## src/core/dtp_regs.svh

```systemverilog
`ifndef DTP_REGS_SVH
`define DTP_REGS_SVH

// register byte offsets
`define DTP_RUN_OFS 5'h00
`define DTP_MODE_OFS 5'h04
`define DTP_FFCR_OFS 5'h08
`define DTP_LCMP_OFS 5'h0c
`define DTP_UCMP_OFS 5'h10
`define DTP_STAT_OFS 5'h14

// run_control_reg fields
`define DTP_RUN_LOWER_BIT 0
`define DTP_RUN_UPPER_BIT 1
`define DTP_RUN_PRESCALE_BIT 2
`define DTP_RUN_DBUF_BIT 7

// timer_mode_reg fields
`define DTP_MODE_HI 7
`define DTP_MODE_LO 6
`define DTP_PWM_HI 5
`define DTP_PWM_LO 4
`define DTP_UCLK_HI 3
`define DTP_UCLK_LO 2
`define DTP_LCLK_HI 1
`define DTP_LCLK_LO 0

// flipflop_control_reg fields
`define DTP_PRESET_HI 3
`define DTP_PRESET_LO 2
`define DTP_INV_EN_BIT 1
`define DTP_TSRC_BIT 0
`define DTP_PRESET_CLEAR 2'h2
`define DTP_PRESET_SET 2'h1
`define DTP_PRESET_NONE 2'h3

// status register fields
`define DTP_STAT_FF_BIT 16

// reset values
`define DTP_RUN_RST 8'h00
`define DTP_MODE_RST 8'h00
`define DTP_FFCR_RST 2'h0
`define DTP_CMP_RST 8'h00

// pwm overflow lengths
`define DTP_OVF_64 9'h040
`define DTP_OVF_128 9'h080
`define DTP_OVF_256 9'h100

`endif

```

## src/core/dtp_pkg.sv

```systemverilog
package dtp_pkg;
    typedef enum logic [1:0] {
        DTP_MODE_DUAL,
        DTP_MODE_CASCADE,
        DTP_MODE_PPG,
        DTP_MODE_PWM
    } dtp_mode_t;
    typedef enum logic [1:0] {
        DTP_CLK_EXT_OR_CHAIN,
        DTP_CLK_TAP_A,
        DTP_CLK_TAP_B,
        DTP_CLK_TAP_C
    } dtp_clk_sel_t;
endpackage : dtp_pkg

```

## src/core/dtp_tick_if.sv

```systemverilog
`timescale 1ns/1ps
interface dtp_tick_if;
    logic prescale_run;
    logic prescale_tap_div2;
    logic prescale_tap_div8;
    logic prescale_tap_div32;
    logic prescale_tap_div512;
    logic ext_tick;
    modport src (
        input prescale_run,
        output prescale_tap_div2,
        output prescale_tap_div8,
        output prescale_tap_div32,
        output prescale_tap_div512,
        output ext_tick
    );
    modport snk (
        output prescale_run,
        input prescale_tap_div2,
        input prescale_tap_div8,
        input prescale_tap_div32,
        input prescale_tap_div512,
        input ext_tick
    );
endinterface : dtp_tick_if

```

## src/core/dtp_prescale.sv

```systemverilog
`timescale 1ns/1ps
module dtp_prescale #(
    parameter int DIV_W = 9
) (
    input wire logic mclk,
    input wire logic rst,
    input wire logic count_in,
    dtp_tick_if.src ticks
);
    if (DIV_W < 9) begin : g_check
        $error("dtp_prescale: DIV_W must be at least 9");
    end

    logic [DIV_W-1:0] div_reg;
    logic [DIV_W-1:0] div_next;
    logic [3:0] tap_reg;
    logic [3:0] tap_next;
    logic sync1_reg;
    logic sync2_reg;
    logic sync3_reg;
    logic ext_reg;
    logic ext_next;

    // each tap pulses for one cycle when its low divider bits are all ones
    always_comb begin
        div_next = ticks.prescale_run ? div_reg + DIV_W'(1) : '0;
        tap_next[0] = ticks.prescale_run & div_reg[0];
        tap_next[1] = ticks.prescale_run & (&div_reg[2:0]);
        tap_next[2] = ticks.prescale_run & (&div_reg[4:0]);
        tap_next[3] = ticks.prescale_run & (&div_reg[8:0]);
        ext_next = sync2_reg & ~sync3_reg;
    end

    always_ff @(posedge mclk or posedge rst) begin
        if (rst) begin
            div_reg <= '0;
            tap_reg <= 4'h0;
            sync1_reg <= 1'b0;
            sync2_reg <= 1'b0;
            sync3_reg <= 1'b0;
            ext_reg <= 1'b0;
        end else begin
            div_reg <= div_next;
            tap_reg <= tap_next;
            sync1_reg <= count_in;
            sync2_reg <= sync1_reg;
            sync3_reg <= sync2_reg;
            ext_reg <= ext_next;
        end
    end

    assign ticks.prescale_tap_div2 = tap_reg[0];
    assign ticks.prescale_tap_div8 = tap_reg[1];
    assign ticks.prescale_tap_div32 = tap_reg[2];
    assign ticks.prescale_tap_div512 = tap_reg[3];
    assign ticks.ext_tick = ext_reg;
endmodule : dtp_prescale

```

## src/core/dtp_timer.sv

```systemverilog
// Contract
// - compare values 01h..ffh count as written, 00h counts as 256; the upper compare in cascade mode counts 00h as 0.
// - compare value 00h matches when the 8-bit counter overflows; the upper compare in cascade mode matches 00h at an upper count of 0.
// - pwm exists only on the lower timer, never on the upper.
// - in pwm mode the waveform leaves through the output flip-flop.
// - in pwm mode the upper timer still runs as an interval timer.
// - pwm toggles flip-flop on lower match and on 2^n overflow.
// - pwm clears the lower counter on every 2^n overflow.
// - pwm with double buffer loads buffered compare on 2^n overflow.
// - mode field: 00 dual, 01 cascade 16-bit, 10 pulse gen, 11 pwm.
// - pwm period field: 01 is 2^6, 10 is 2^7, 11 is 2^8.
// - lower clock select: 00 external, 01/10/11 divide 2/8/32.
// - upper clock in pwm mode: divide 2/32/512; upper has no output.
// - dual mode: upper may count lower matches; source bit picks toggler.
// - run control bit 7 enables the lower compare double buffer.
// - preset 10 clears the flip-flop, preset 01 sets it.
// - pulse gen toggles the flip-flop on lower or upper compare match.
// - pulse gen with double buffer loads buffer on upper match.
//
// The placing of the registers and the Avalon-MM slave port were left to the implementer.
`timescale 1ns/1ps
`include "dtp_regs.svh"
module dtp_timer #(
    parameter int ADDR_W = 5,
    parameter int DIV_W = 9
) (
    input wire logic mclk,
    input wire logic rst,
    input wire logic [ADDR_W-1:0] avs_address,
    input wire logic avs_read,
    input wire logic avs_write,
    input wire logic [31:0] avs_writedata,
    output logic [31:0] avs_readdata,
    output logic avs_waitrequest,
    input wire logic count_in,
    output logic timer_output_pin
);
    if (ADDR_W < 5) begin : g_check
        $error("dtp_timer: ADDR_W must be at least 5");
    end

    dtp_tick_if ticks ();

    dtp_prescale #(
        .DIV_W(DIV_W)
    ) u_prescale (
        .mclk(mclk),
        .rst(rst),
        .count_in(count_in),
        .ticks(ticks.src)
    );

    // software visible state
    logic [7:0] run_control_reg;
    logic [7:0] run_control_next;
    logic [7:0] timer_mode_reg;
    logic [7:0] timer_mode_next;
    logic [1:0] flipflop_control_reg;
    logic [1:0] flipflop_control_next;
    logic [7:0] lower_compare_reg;
    logic [7:0] lower_compare_next;
    logic [7:0] lower_buffer_reg;
    logic [7:0] lower_buffer_next;
    logic [7:0] upper_compare_reg;
    logic [7:0] upper_compare_next;

    // timer state
    logic [7:0] lower_up_counter_reg;
    logic [7:0] lower_up_counter_next;
    logic [7:0] upper_counter_reg;
    logic [7:0] upper_counter_next;
    logic output_flipflop_reg;
    logic output_flipflop_next;

    // bus state
    logic wait_reg;
    logic wait_next;
    logic [31:0] rdata_reg;
    logic [31:0] rdata_next;

    // decoded fields and events
    dtp_pkg::dtp_mode_t mode;
    dtp_pkg::dtp_clk_sel_t lower_clock_select;
    dtp_pkg::dtp_clk_sel_t upper_clock_select;
    logic [1:0] pwm_period_field;
    logic dbuf_en;
    logic lower_run;
    logic upper_run;
    logic inv_en;
    logic toggle_source_select;
    logic lower_tick;
    logic upper_tick;
    logic [8:0] lower_inc;
    logic [8:0] upper_inc;
    logic [8:0] lower_cmp_eff;
    logic [8:0] upper_cmp_eff;
    logic [8:0] pwm_ovf_len;
    logic lower_hit;
    logic upper_hit;
    logic lower_ovf;
    logic pwm_ovf;
    logic upper_vs_lower;
    logic toggle;
    logic dbuf_load;
    logic bus_take;
    logic [1:0] preset;

    assign mode = dtp_pkg::dtp_mode_t'(timer_mode_reg[`DTP_MODE_HI:`DTP_MODE_LO]);
    assign pwm_period_field = timer_mode_reg[`DTP_PWM_HI:`DTP_PWM_LO];
    assign lower_clock_select = dtp_pkg::dtp_clk_sel_t'(timer_mode_reg[`DTP_LCLK_HI:`DTP_LCLK_LO]);
    assign upper_clock_select = dtp_pkg::dtp_clk_sel_t'(timer_mode_reg[`DTP_UCLK_HI:`DTP_UCLK_LO]);
    assign dbuf_en = run_control_reg[`DTP_RUN_DBUF_BIT];
    assign lower_run = run_control_reg[`DTP_RUN_LOWER_BIT];
    assign upper_run = run_control_reg[`DTP_RUN_UPPER_BIT];
    assign inv_en = flipflop_control_reg[1];
    assign toggle_source_select = flipflop_control_reg[0];
    assign ticks.prescale_run = run_control_reg[`DTP_RUN_PRESCALE_BIT];
    assign bus_take = (avs_read | avs_write) & ~wait_reg;

    // count clock selection
    always_comb begin
        unique case (lower_clock_select)
            dtp_pkg::DTP_CLK_EXT_OR_CHAIN: lower_tick = ticks.ext_tick;
            dtp_pkg::DTP_CLK_TAP_A: lower_tick = ticks.prescale_tap_div2;
            dtp_pkg::DTP_CLK_TAP_B: lower_tick = ticks.prescale_tap_div8;
            dtp_pkg::DTP_CLK_TAP_C: lower_tick = ticks.prescale_tap_div32;
        endcase
        lower_tick = lower_tick & lower_run;
    end

    // a compare value of zero stands for 256, reached as the counter wraps
    always_comb begin
        lower_inc = {1'b0, lower_up_counter_reg} + 9'h001;
        upper_inc = {1'b0, upper_counter_reg} + 9'h001;
        lower_cmp_eff = {(lower_compare_reg == 8'h00), lower_compare_reg};
        upper_cmp_eff = {(upper_compare_reg == 8'h00), upper_compare_reg};
        lower_hit = lower_tick & (lower_inc == lower_cmp_eff);
        lower_ovf = lower_tick & lower_inc[8];
        unique case (pwm_period_field)
            2'h1: pwm_ovf_len = `DTP_OVF_64;
            2'h2: pwm_ovf_len = `DTP_OVF_128;
            default: pwm_ovf_len = `DTP_OVF_256;
        endcase
        pwm_ovf = lower_tick & (lower_inc == pwm_ovf_len);
        upper_vs_lower = lower_tick & (lower_inc == upper_cmp_eff);
    end

    // upper count source: lower overflow in cascade mode, else chained event on code 00 or prescaler taps
    always_comb begin
        unique case (upper_clock_select)
            dtp_pkg::DTP_CLK_EXT_OR_CHAIN: upper_tick = lower_hit;
            dtp_pkg::DTP_CLK_TAP_A: upper_tick = ticks.prescale_tap_div2;
            dtp_pkg::DTP_CLK_TAP_B: upper_tick = ticks.prescale_tap_div32;
            dtp_pkg::DTP_CLK_TAP_C: upper_tick = ticks.prescale_tap_div512;
        endcase
        if (mode == dtp_pkg::DTP_MODE_CASCADE) begin
            upper_tick = lower_ovf;
        end
        upper_tick = upper_tick & upper_run;
        upper_hit = upper_tick & (upper_inc == upper_cmp_eff);
    end

    // counters, flip-flop and double buffer
    always_comb begin
        lower_up_counter_next = lower_tick ? lower_inc[7:0] : lower_up_counter_reg;
        upper_counter_next = upper_tick ? upper_inc[7:0] : upper_counter_reg;
        toggle = 1'b0;
        dbuf_load = 1'b0;
        unique case (mode)
            dtp_pkg::DTP_MODE_DUAL: begin
                if (lower_hit) begin
                    lower_up_counter_next = 8'h00;
                end
                if (upper_hit) begin
                    upper_counter_next = 8'h00;
                end
                toggle = toggle_source_select ? upper_hit : lower_hit;
            end
            dtp_pkg::DTP_MODE_CASCADE: begin
                // both halves must agree before the 16-bit period ends
                if (lower_hit && (upper_counter_reg == upper_compare_reg)) begin
                    lower_up_counter_next = 8'h00;
                    upper_counter_next = 8'h00;
                    toggle = 1'b1;
                end
            end
            dtp_pkg::DTP_MODE_PPG: begin
                toggle = lower_hit | upper_vs_lower;
                if (upper_vs_lower) begin
                    lower_up_counter_next = 8'h00;
                    dbuf_load = dbuf_en;
                end
            end
            dtp_pkg::DTP_MODE_PWM: begin
                // only the lower timer shapes the pin; upper stays an interval timer
                toggle = lower_hit | pwm_ovf;
                if (pwm_ovf) begin
                    lower_up_counter_next = 8'h00;
                    dbuf_load = dbuf_en;
                end
                if (upper_hit) begin
                    upper_counter_next = 8'h00;
                end
            end
        endcase
        if (!lower_run) begin
            lower_up_counter_next = 8'h00;
        end
        if (!upper_run) begin
            upper_counter_next = 8'h00;
        end
        output_flipflop_next = output_flipflop_reg;
        if (toggle && inv_en) begin
            output_flipflop_next = ~output_flipflop_reg;
        end
        preset = `DTP_PRESET_NONE;
        if (bus_take && avs_write && (avs_address[4:0] == `DTP_FFCR_OFS)) begin
            preset = avs_writedata[`DTP_PRESET_HI:`DTP_PRESET_LO];
        end
        if (preset == `DTP_PRESET_CLEAR) begin
            output_flipflop_next = 1'b0;
        end else if (preset == `DTP_PRESET_SET) begin
            output_flipflop_next = 1'b1;
        end
    end

    // register file and avalon slave
    always_comb begin
        run_control_next = run_control_reg;
        timer_mode_next = timer_mode_reg;
        flipflop_control_next = flipflop_control_reg;
        lower_compare_next = lower_compare_reg;
        lower_buffer_next = lower_buffer_reg;
        upper_compare_next = upper_compare_reg;
        rdata_next = rdata_reg;
        wait_next = ~((avs_read | avs_write) & wait_reg);
        if (dbuf_load) begin
            lower_compare_next = lower_buffer_reg;
        end
        if (avs_read && wait_reg) begin
            rdata_next = 32'h0000_0000;
            unique case (avs_address[4:0])
                `DTP_RUN_OFS: rdata_next[7:0] = run_control_reg;
                `DTP_MODE_OFS: rdata_next[7:0] = timer_mode_reg;
                `DTP_FFCR_OFS: rdata_next[3:0] = {`DTP_PRESET_NONE, flipflop_control_reg};
                `DTP_LCMP_OFS: rdata_next[7:0] = lower_compare_reg;
                `DTP_UCMP_OFS: rdata_next[7:0] = upper_compare_reg;
                `DTP_STAT_OFS: rdata_next[16:0] = {output_flipflop_reg, upper_counter_reg, lower_up_counter_reg};
                default: rdata_next = 32'h0000_0000;
            endcase
        end
        if (bus_take && avs_write) begin
            unique case (avs_address[4:0])
                `DTP_RUN_OFS: run_control_next = avs_writedata[7:0];
                `DTP_MODE_OFS: timer_mode_next = avs_writedata[7:0];
                `DTP_FFCR_OFS: flipflop_control_next = avs_writedata[1:0];
                `DTP_LCMP_OFS: begin
                    lower_buffer_next = avs_writedata[7:0];
                    if (!dbuf_en) begin
                        lower_compare_next = avs_writedata[7:0];
                    end
                end
                `DTP_UCMP_OFS: upper_compare_next = avs_writedata[7:0];
                default: begin
                end
            endcase
        end
    end

    always_ff @(posedge mclk or posedge rst) begin
        if (rst) begin
            run_control_reg <= `DTP_RUN_RST;
            timer_mode_reg <= `DTP_MODE_RST;
            flipflop_control_reg <= `DTP_FFCR_RST;
            lower_compare_reg <= `DTP_CMP_RST;
            lower_buffer_reg <= `DTP_CMP_RST;
            upper_compare_reg <= `DTP_CMP_RST;
            lower_up_counter_reg <= 8'h00;
            upper_counter_reg <= 8'h00;
            output_flipflop_reg <= 1'b0;
            wait_reg <= 1'b1;
            rdata_reg <= 32'h0000_0000;
        end else begin
            run_control_reg <= run_control_next;
            timer_mode_reg <= timer_mode_next;
            flipflop_control_reg <= flipflop_control_next;
            lower_compare_reg <= lower_compare_next;
            lower_buffer_reg <= lower_buffer_next;
            upper_compare_reg <= upper_compare_next;
            lower_up_counter_reg <= lower_up_counter_next;
            upper_counter_reg <= upper_counter_next;
            output_flipflop_reg <= output_flipflop_next;
            wait_reg <= wait_next;
            rdata_reg <= rdata_next;
        end
    end

    assign avs_readdata = rdata_reg;
    assign avs_waitrequest = wait_reg;
    assign timer_output_pin = output_flipflop_reg;
endmodule : dtp_timer

```

## config.mk

```make
export PLATFORM = sky130hd
export DESIGN_NAME = dtp_timer
export DESIGN_NICKNAME = d
export VERILOG_FILES = /design/src/core/dtp_pkg.sv /design/src/core/dtp_tick_if.sv /design/src/core/dtp_prescale.sv /design/src/core/dtp_timer.sv
export VERILOG_INCLUDE_DIRS = /design/src /design/src/core
export SDC_FILE = /design/constraint.sdc
export NUM_CORES = 1
export LEC_CHECK = 0
export ABC_AREA = 0
export BUFFER_PORTS_ARGS = -buffer_cell sky130_fd_sc_hd__buf_2
export CAP_MARGIN = 40
export CORE_AREA = 2 2 93 162
export DETAILED_ROUTE_END_ITERATION = 16
export DIE_AREA = 0 0 95 164
export PLACE_DENSITY = 0.59
export REMOVE_ABC_BUFFERS = 1
export SYNTH_ARGS = -nofsm -noshare
export SYNTH_HDL_FRONTEND = slang
export SYNTH_SLANG_ARGS = --single-unit
```

## constraint.sdc

```tcl
create_clock -name mclk -period 3.1 [get_ports mclk]
set_input_delay 0.31 -clock mclk [delete_from_list [all_inputs] [get_ports mclk]]
set_output_delay 0.31 -clock mclk [all_outputs]
set_load 0.01 [all_outputs]
```

* Word-level counts from Yosys, hierarchy flattened *
Index checks and enable logic that the tools add are counted.

operators by class
  $add $sub $neg = 3
  bitwise operators = 21
  multiplexer cells = 34
  eq/ne operators = 23
  reductions and logical operators = 21

operators with widths
  cell                                                             number
  8-bit two-way mux                                                14
  9-bit == test                                                    4
  8-bit case mux with 4 select lines                               1
  4-bit case mux with 6 select lines                               1
  4-bit case mux with 5 select lines                               1
  8-bit by 1-bit adder with 9-bit output, second input constant    2
  9-bit two-way mux                                                2
  9-bit case mux with 2 select lines                               1
  2-bit == test, second input constant                             8
  8-bit logical NOT                                                2
  8-bit case mux with 2 select lines                               1
  1-bit AND                                                        14
  1-bit case mux with 4 select lines                               3
  2-bit by 1-bit == test with 1-bit output, second input constant  5
  5-bit by 4-bit == test with 1-bit output, second input constant  2
  5-bit == test, second input constant                             2
  2-bit AND reduction                                              5
  9-bit by 1-bit adder with 9-bit output, second input constant    1
  9-bit AND reduction                                              1
  8-bit == test                                                    1
  1-bit two-way mux                                                8
  2-bit logical NOT                                                3
  5-bit by 3-bit == test with 1-bit output, second input constant  1
  1-bit logical AND                                                5
  9 further kinds                                                  14

storage, ports and cells
  input port bits = 42
  register bits = 94
  output and inout bits = 34
  logic and storage cells = 119

* Depth between registers and ports, before layout *
  depth after elaboration = 14
  depth in mapped cells = 11

* By module *
A second synthesis with hierarchy kept.

unflattened totals
  cell total of the unflattened synthesis = 543
  area total of the unflattened synthesis = 5596.6 µm²

modules (own cells, without submodules)
  module        seq. area each (µm²)  area each (µm²)  instances  cells an instance
  dtp_timer     1928.1                4924.7           1          492
  dtp_prescale  425.4                 671.9            1          51

* Least setup slack after synthesis *
No wires, ideal clock.

  kind = register to register
  start point = reg lower_up_counter_reg[1]
  end point = reg output_flipflop_reg, in the netlist timer_output_pin
  path buffers = 0
  arrival = 2499 ps
  setup time = 124 ps
  clock period less this slack = 2623 ps
  setup slack = 477 ps
  cell stages (with the launch flop) = 11
  cells stage by stage = dfrtp_1 > ha_1 > xor2_1 > xnor2_1 > o311ai_1 > a2111oi_4 > nand3_1 > o221a_1 > nor3b_2 > a211oi_1 > or2_1

between the ends
  longest elaborated chain between the ends = 11
  elaborated cells between the ends (all ways) = 20

RTL lines
  what                                        RTL line          source
  start: declaration                          dtp_timer.sv:68   logic [7:0] lower_up_counter_reg;
  start signal: assignment                    dtp_timer.sv:290  lower_up_counter_reg <= lower_up_counter_next;
  8-bit by 1-bit adder with 9-bit output (*)  dtp_timer.sv:133  lower_inc = {1'b0, lower_up_counter_reg} + 9'h001;
  9-bit == test                               dtp_timer.sv:137  lower_hit = lower_tick & (lower_inc == lower_cmp_eff);
  1-bit AND                                   dtp_timer.sv:137
  1-bit case mux with 4 select lines          dtp_timer.sv:150  unique case (upper_clock_select)
  1-bit two-way mux                           dtp_timer.sv:156  if (mode == dtp_pkg::DTP_MODE_CASCADE) begin
  1-bit AND                                   dtp_timer.sv:159  upper_tick = upper_tick & upper_run;
  1-bit AND                                   dtp_timer.sv:160  upper_hit = upper_tick & (upper_inc == upper_cmp_eff);
  1-bit two-way mux                           dtp_timer.sv:177  toggle = toggle_source_select ? upper_hit : lower_hit;
  1-bit case mux with 4 select lines (*)      dtp_timer.sv:169  unique case (mode)
  1-bit logical AND (*)                       dtp_timer.sv:213  if (toggle && inv_en) begin
  3-bit nonzero test (no source line) (*)     n/a
  end signal: assignment                      dtp_timer.sv:292  output_flipflop_reg <= output_flipflop_next;
  end: declaration                            dtp_timer.sv:72   logic output_flipflop_reg;

Every way passes the cells marked *; elsewhere a longest branch is shown, timed or not.
A chain may end at the register's enable or synchronous reset.

* Final worst setup path *
  start point = reg lower_up_counter_reg[2]
  end point = reg lower_up_counter_reg[5]

between the ends
  longest elaborated chain between the ends = 7
  elaborated cells between the ends (all ways) = 15

RTL lines
  what                                        RTL line          source
  8-bit by 1-bit adder with 9-bit output (*)  dtp_timer.sv:133
  9-bit == test                               dtp_timer.sv:137
  1-bit AND                                   dtp_timer.sv:137
  1-bit logical AND                           dtp_timer.sv:181  if (lower_hit && (upper_counter_reg == upper_compare_reg)) begin
  8-bit two-way mux                           dtp_timer.sv:181
  8-bit case mux with 4 select lines (*)      dtp_timer.sv:169
  8-bit two-way mux (*)                       dtp_timer.sv:206  if (!lower_run) begin
  named net lower_up_counter_next[5]          dtp_timer.sv:69   logic [7:0] lower_up_counter_next;

The timed path passes the listed nets; every way through them passes the cells marked *.

==> summary.txt <==
Pwr
  • Psw: 1.14 mW
  • Flop pwr share: between 40% and 50%
  • Logic pwr share: between 20 and 25%
  • Clk pwr share: between 30% and 40%
  • PwrDens: between 500 and 600 mW/mm2
  • Power Total: about 3.5 mW
  • Leakage Power: ~2.8 nW
  • Sw frac: 32.3%
  • Maximum vdd drop: roughly 0.00033 V
  • Int Pwr: around 2.4 mW

Clock network
  • # hold bufs at CTS: 0
  • Clock slew at reported path FFs: around 70 ps
  • Skew-Pair Late Insertion Delay: around 350 ps
  • Htree depth: 3
  • Post-cts sizing count: 0
  • Clock root cell: clkbuf_16
  • CTS Sinks: 94
  • CTS tree: done
  • Postcts setup bufs: 0
  • Clock Tree Buf Depth: 2
  • Num CTS Buffers: 9

STA
  • Clock Skew: 11.1 ps
  • TNS Setup: 0 ps
  • Worst-Margin Slew: ~750 ps
  • Relative slew slack: about 50%
  • Period minus WS final: 2790 ps
  • RSZ-0062 raised after global routing: no
  • Final Hold Viols: 0
  • Period utilization: between 90% and 100%
  • Fmax: roughly 360 MHz
  • Final Max Tran Viols: 0
  • Endpoints failing setup: 0

Floorplan
  • Starting Density: between 30% and 40%
  • Die X: between 90 and 100 um
  • Total I/O pin count: 76
  • FP Rows: 58
  • Core area: approximately 0.014 mm2
  • DIE HEIGHT: between 150 and 200 um
  • DIE AREA: about 0.016 mm2

Flow run
  • Max_cap viols: 0

Layout
  • FF/Latch Area: between 0.002 and 0.0025 mm2
  • Ant. Diodes: 0
  • Share of layout cells above drive strength 1: 21.4%
  • Finished Core Util: 43.8%
  • Largest register FFs: 17
  • Area delta synth->final: 12.3%
  • Multi-input gate area: about 0.0030 mm2
  • Fill cells: between 1,000 and 1,500
  • Nets: ~650

Routing
  • Detail Route Antenna Nets: 0
  • Via count: around 4,300
  • Final WL: about 14,000 um
  • Vias per std cell: around 5.5
  • DRC: 0
  • DR WL/cell: ~18 um
  • DRT iter0 DRCs: 244
  • TritonRoute pass-1 iters: 4

Logic synthesis
  • Synth Warn #: 0
  • Synthesized flop and latch total: between 90 and 100
  • Synthesized area: about 0.0056 mm2
  • Synth cell types: approximately 70
  • Most common flop cell mapped by yosys: dfrtp_1
  • FFs w/ async S/R, synth: 100%
  • EDFF count, synth: 0
  • Gate Count Post-Synth: roughly 560
  • Average size of a mapped cell: around 10 um2
  • Sequential share of the synthesized area: a little over two fifths

Setup path
  • Arr. time, crit path: 3010 ps
  • Crit start category: flop
  • Req. time, crit path: 3320 ps
  • Setup CP Type: flop to flop
  • Maximum fanout along the worst path: 9
  • Nature of the critical path endpoint: flop

Place
  • Port Buffers: 36
  • GP Congestion: ~0.91
  • Post-detail-place hpwl: 11,200 um

Global route
  • Initial antenna violation count: 0
  • Congestion Overflow GR: 0
  • Tot GR Track Use: about a fifth
  • First-pass GRT wire length: approximately 23,000 um
  • Vias in the first global route: 4,402
  • Largest net degree at the start of global routing: 60

Min path
  • HP Class: input port to flop

Run status
  • Status: complete, no violations
-- cell type report --
cell class	instances	area share, %
clock buffers	10	3.82
well taps	180	3.60
inverters	17	1.06
clock inverters	6	1.20
multi-input cells	418	47.2
repair buffers	58	5.52
flip-flops and latches	94	37.6
-- per-stage QoR --
stage	cells	instance area, um2	setup slack [ps]	hold WS [ps]
floorplan	529	5370	343	331
global placement	767	5950	353	344
detailed placement	767	5950	341	340
CTS	783	6260	317	58.9
global route	783	6260	110	58.2
finish	783	6260	309	68.4
-- kinds of logic after synthesis --
family | count (synthesis) | synth area share [%]
simple gates | 183 | 17.2
compound gates | 110 | 14.3
flops | 94 | 42.2
buf+inv | 59 | 5.81
xor+xnor | 50 | 8.35
mux | 48 | 9.38
fa+ha+maj | 12 | 2.69
other cells | 1 | 0.0673
-- worst paths after layout --
path / cells after the start / end / slack [ps] / start
setup / recovery: 9 / lower_up_counter_reg[5] / 310 / lower_up_counter_reg[2]
hold / removal: 1 / u_prescale.sync1_reg / 70 / count_in
setup reg to reg: 9 / lower_up_counter_reg[5] / 310 / lower_up_counter_reg[2]
hold reg to reg: 0 / u_prescale.sync2_reg / 350 / u_prescale.sync1_reg
max in group asynchronous: 3 / upper_counter_reg[7] / 2260 / rst
min in group asynchronous: 2 / lower_buffer_reg[6] / 80 / rst
-- cell usage after synthesis, types with 4 or more instances --
master | number | share of area (%)
nor2_1 | 38 | 2.6
clkbuf_1 | 17 | 1.1
a22oi_1 | 6 | 0.81
xnor2_1 | 32 | 5.0
mux2_2 | 34 | 6.9
xor2_1 | 16 | 2.5
nor4_1 | 8 | 0.90
nor3_1 | 4 | 0.36
and2_1 | 16 | 1.8
o31ai_1 | 4 | 0.54
nor3b_1 | 4 | 0.54
nand3_1 | 11 | 0.99
ha_1 | 12 | 2.7
nand2_1 | 62 | 4.2
inv_1 | 17 | 1.1
nor2b_1 | 12 | 1.3
a221oi_1 | 6 | 0.94
buf_4 | 21 | 2.8
a22o_1 | 4 | 0.63
dfrtp_1 | 93 | 42
a31oi_1 | 6 | 0.67
o21ai_0 | 29 | 2.6
a21oi_1 | 22 | 2.0
and3_1 | 4 | 0.45
mux2i_1 | 14 | 2.5
-- critical path, stage by stage, from the launching register on --
cell	delay, ps
dfrtp_1	600
nand3_2	120
buf_4	210
nor2_8	140
xor2_1	120
a2111oi_4	530
a41oi_2	190
a2111o_1	420
o211ai_2	200
nor2_1	110
-- power by group through the flow --
stage | Sequential (mW) | Combinational (mW) | Clock, mW
after CTS | 1.58 | 0.761 | 1.21
after floorplan | 1.54 | 0.539 | 0
final | 1.59 | 0.755 | 1.18
after global routing | 1.61 | 0.834 | 1.25
after detailed placement | 1.61 | 0.756 | 0
after global placement | 1.60 | 0.738 | 0
-- placed cells by master (no fill, tap or decap), types with 4 or more instances in the layout --
master / netlist / layout
buf_2: 1 / 36
nand3_1: 11 / 11
xor2_1: 16 / 16
a31oi_1: 6 / 6
and2_1: 16 / 16
o31ai_1: 4 / 4
and3_1: 4 / 4
nor2b_1: 12 / 12
nor2_1: 38 / 38
mux2i_1: 14 / 14
nand2_1: 62 / 62
conb_1: 1 / 15
a22oi_1: 6 / 6
mux2_2: 34 / 34
a21oi_1: 22 / 22
ha_1: 12 / 12
xnor2_1: 32 / 32
a221oi_1: 6 / 6
a22o_1: 4 / 4
inv_1: 17 / 16
o21ai_0: 29 / 29
nor4_1: 8 / 7
dfrtp_1: 93 / 93
buf_4: 21 / 22
nor3_1: 4 / 4
nor3b_1: 4 / 4
clkbuf_16: 0 / 9
-- routing by layer --
metal / up-vias / routed length [um] / track usage [%]
li1: 2017 / - / -
met5: - / 0 / 0
met4: 0 / 866 / 12.1
met1: 2109 / 5100 / 20.1
met3: 51 / 281 / 2.84
met2: 99 / 8130 / 36.6
Power figures use the tool's default switching activity.
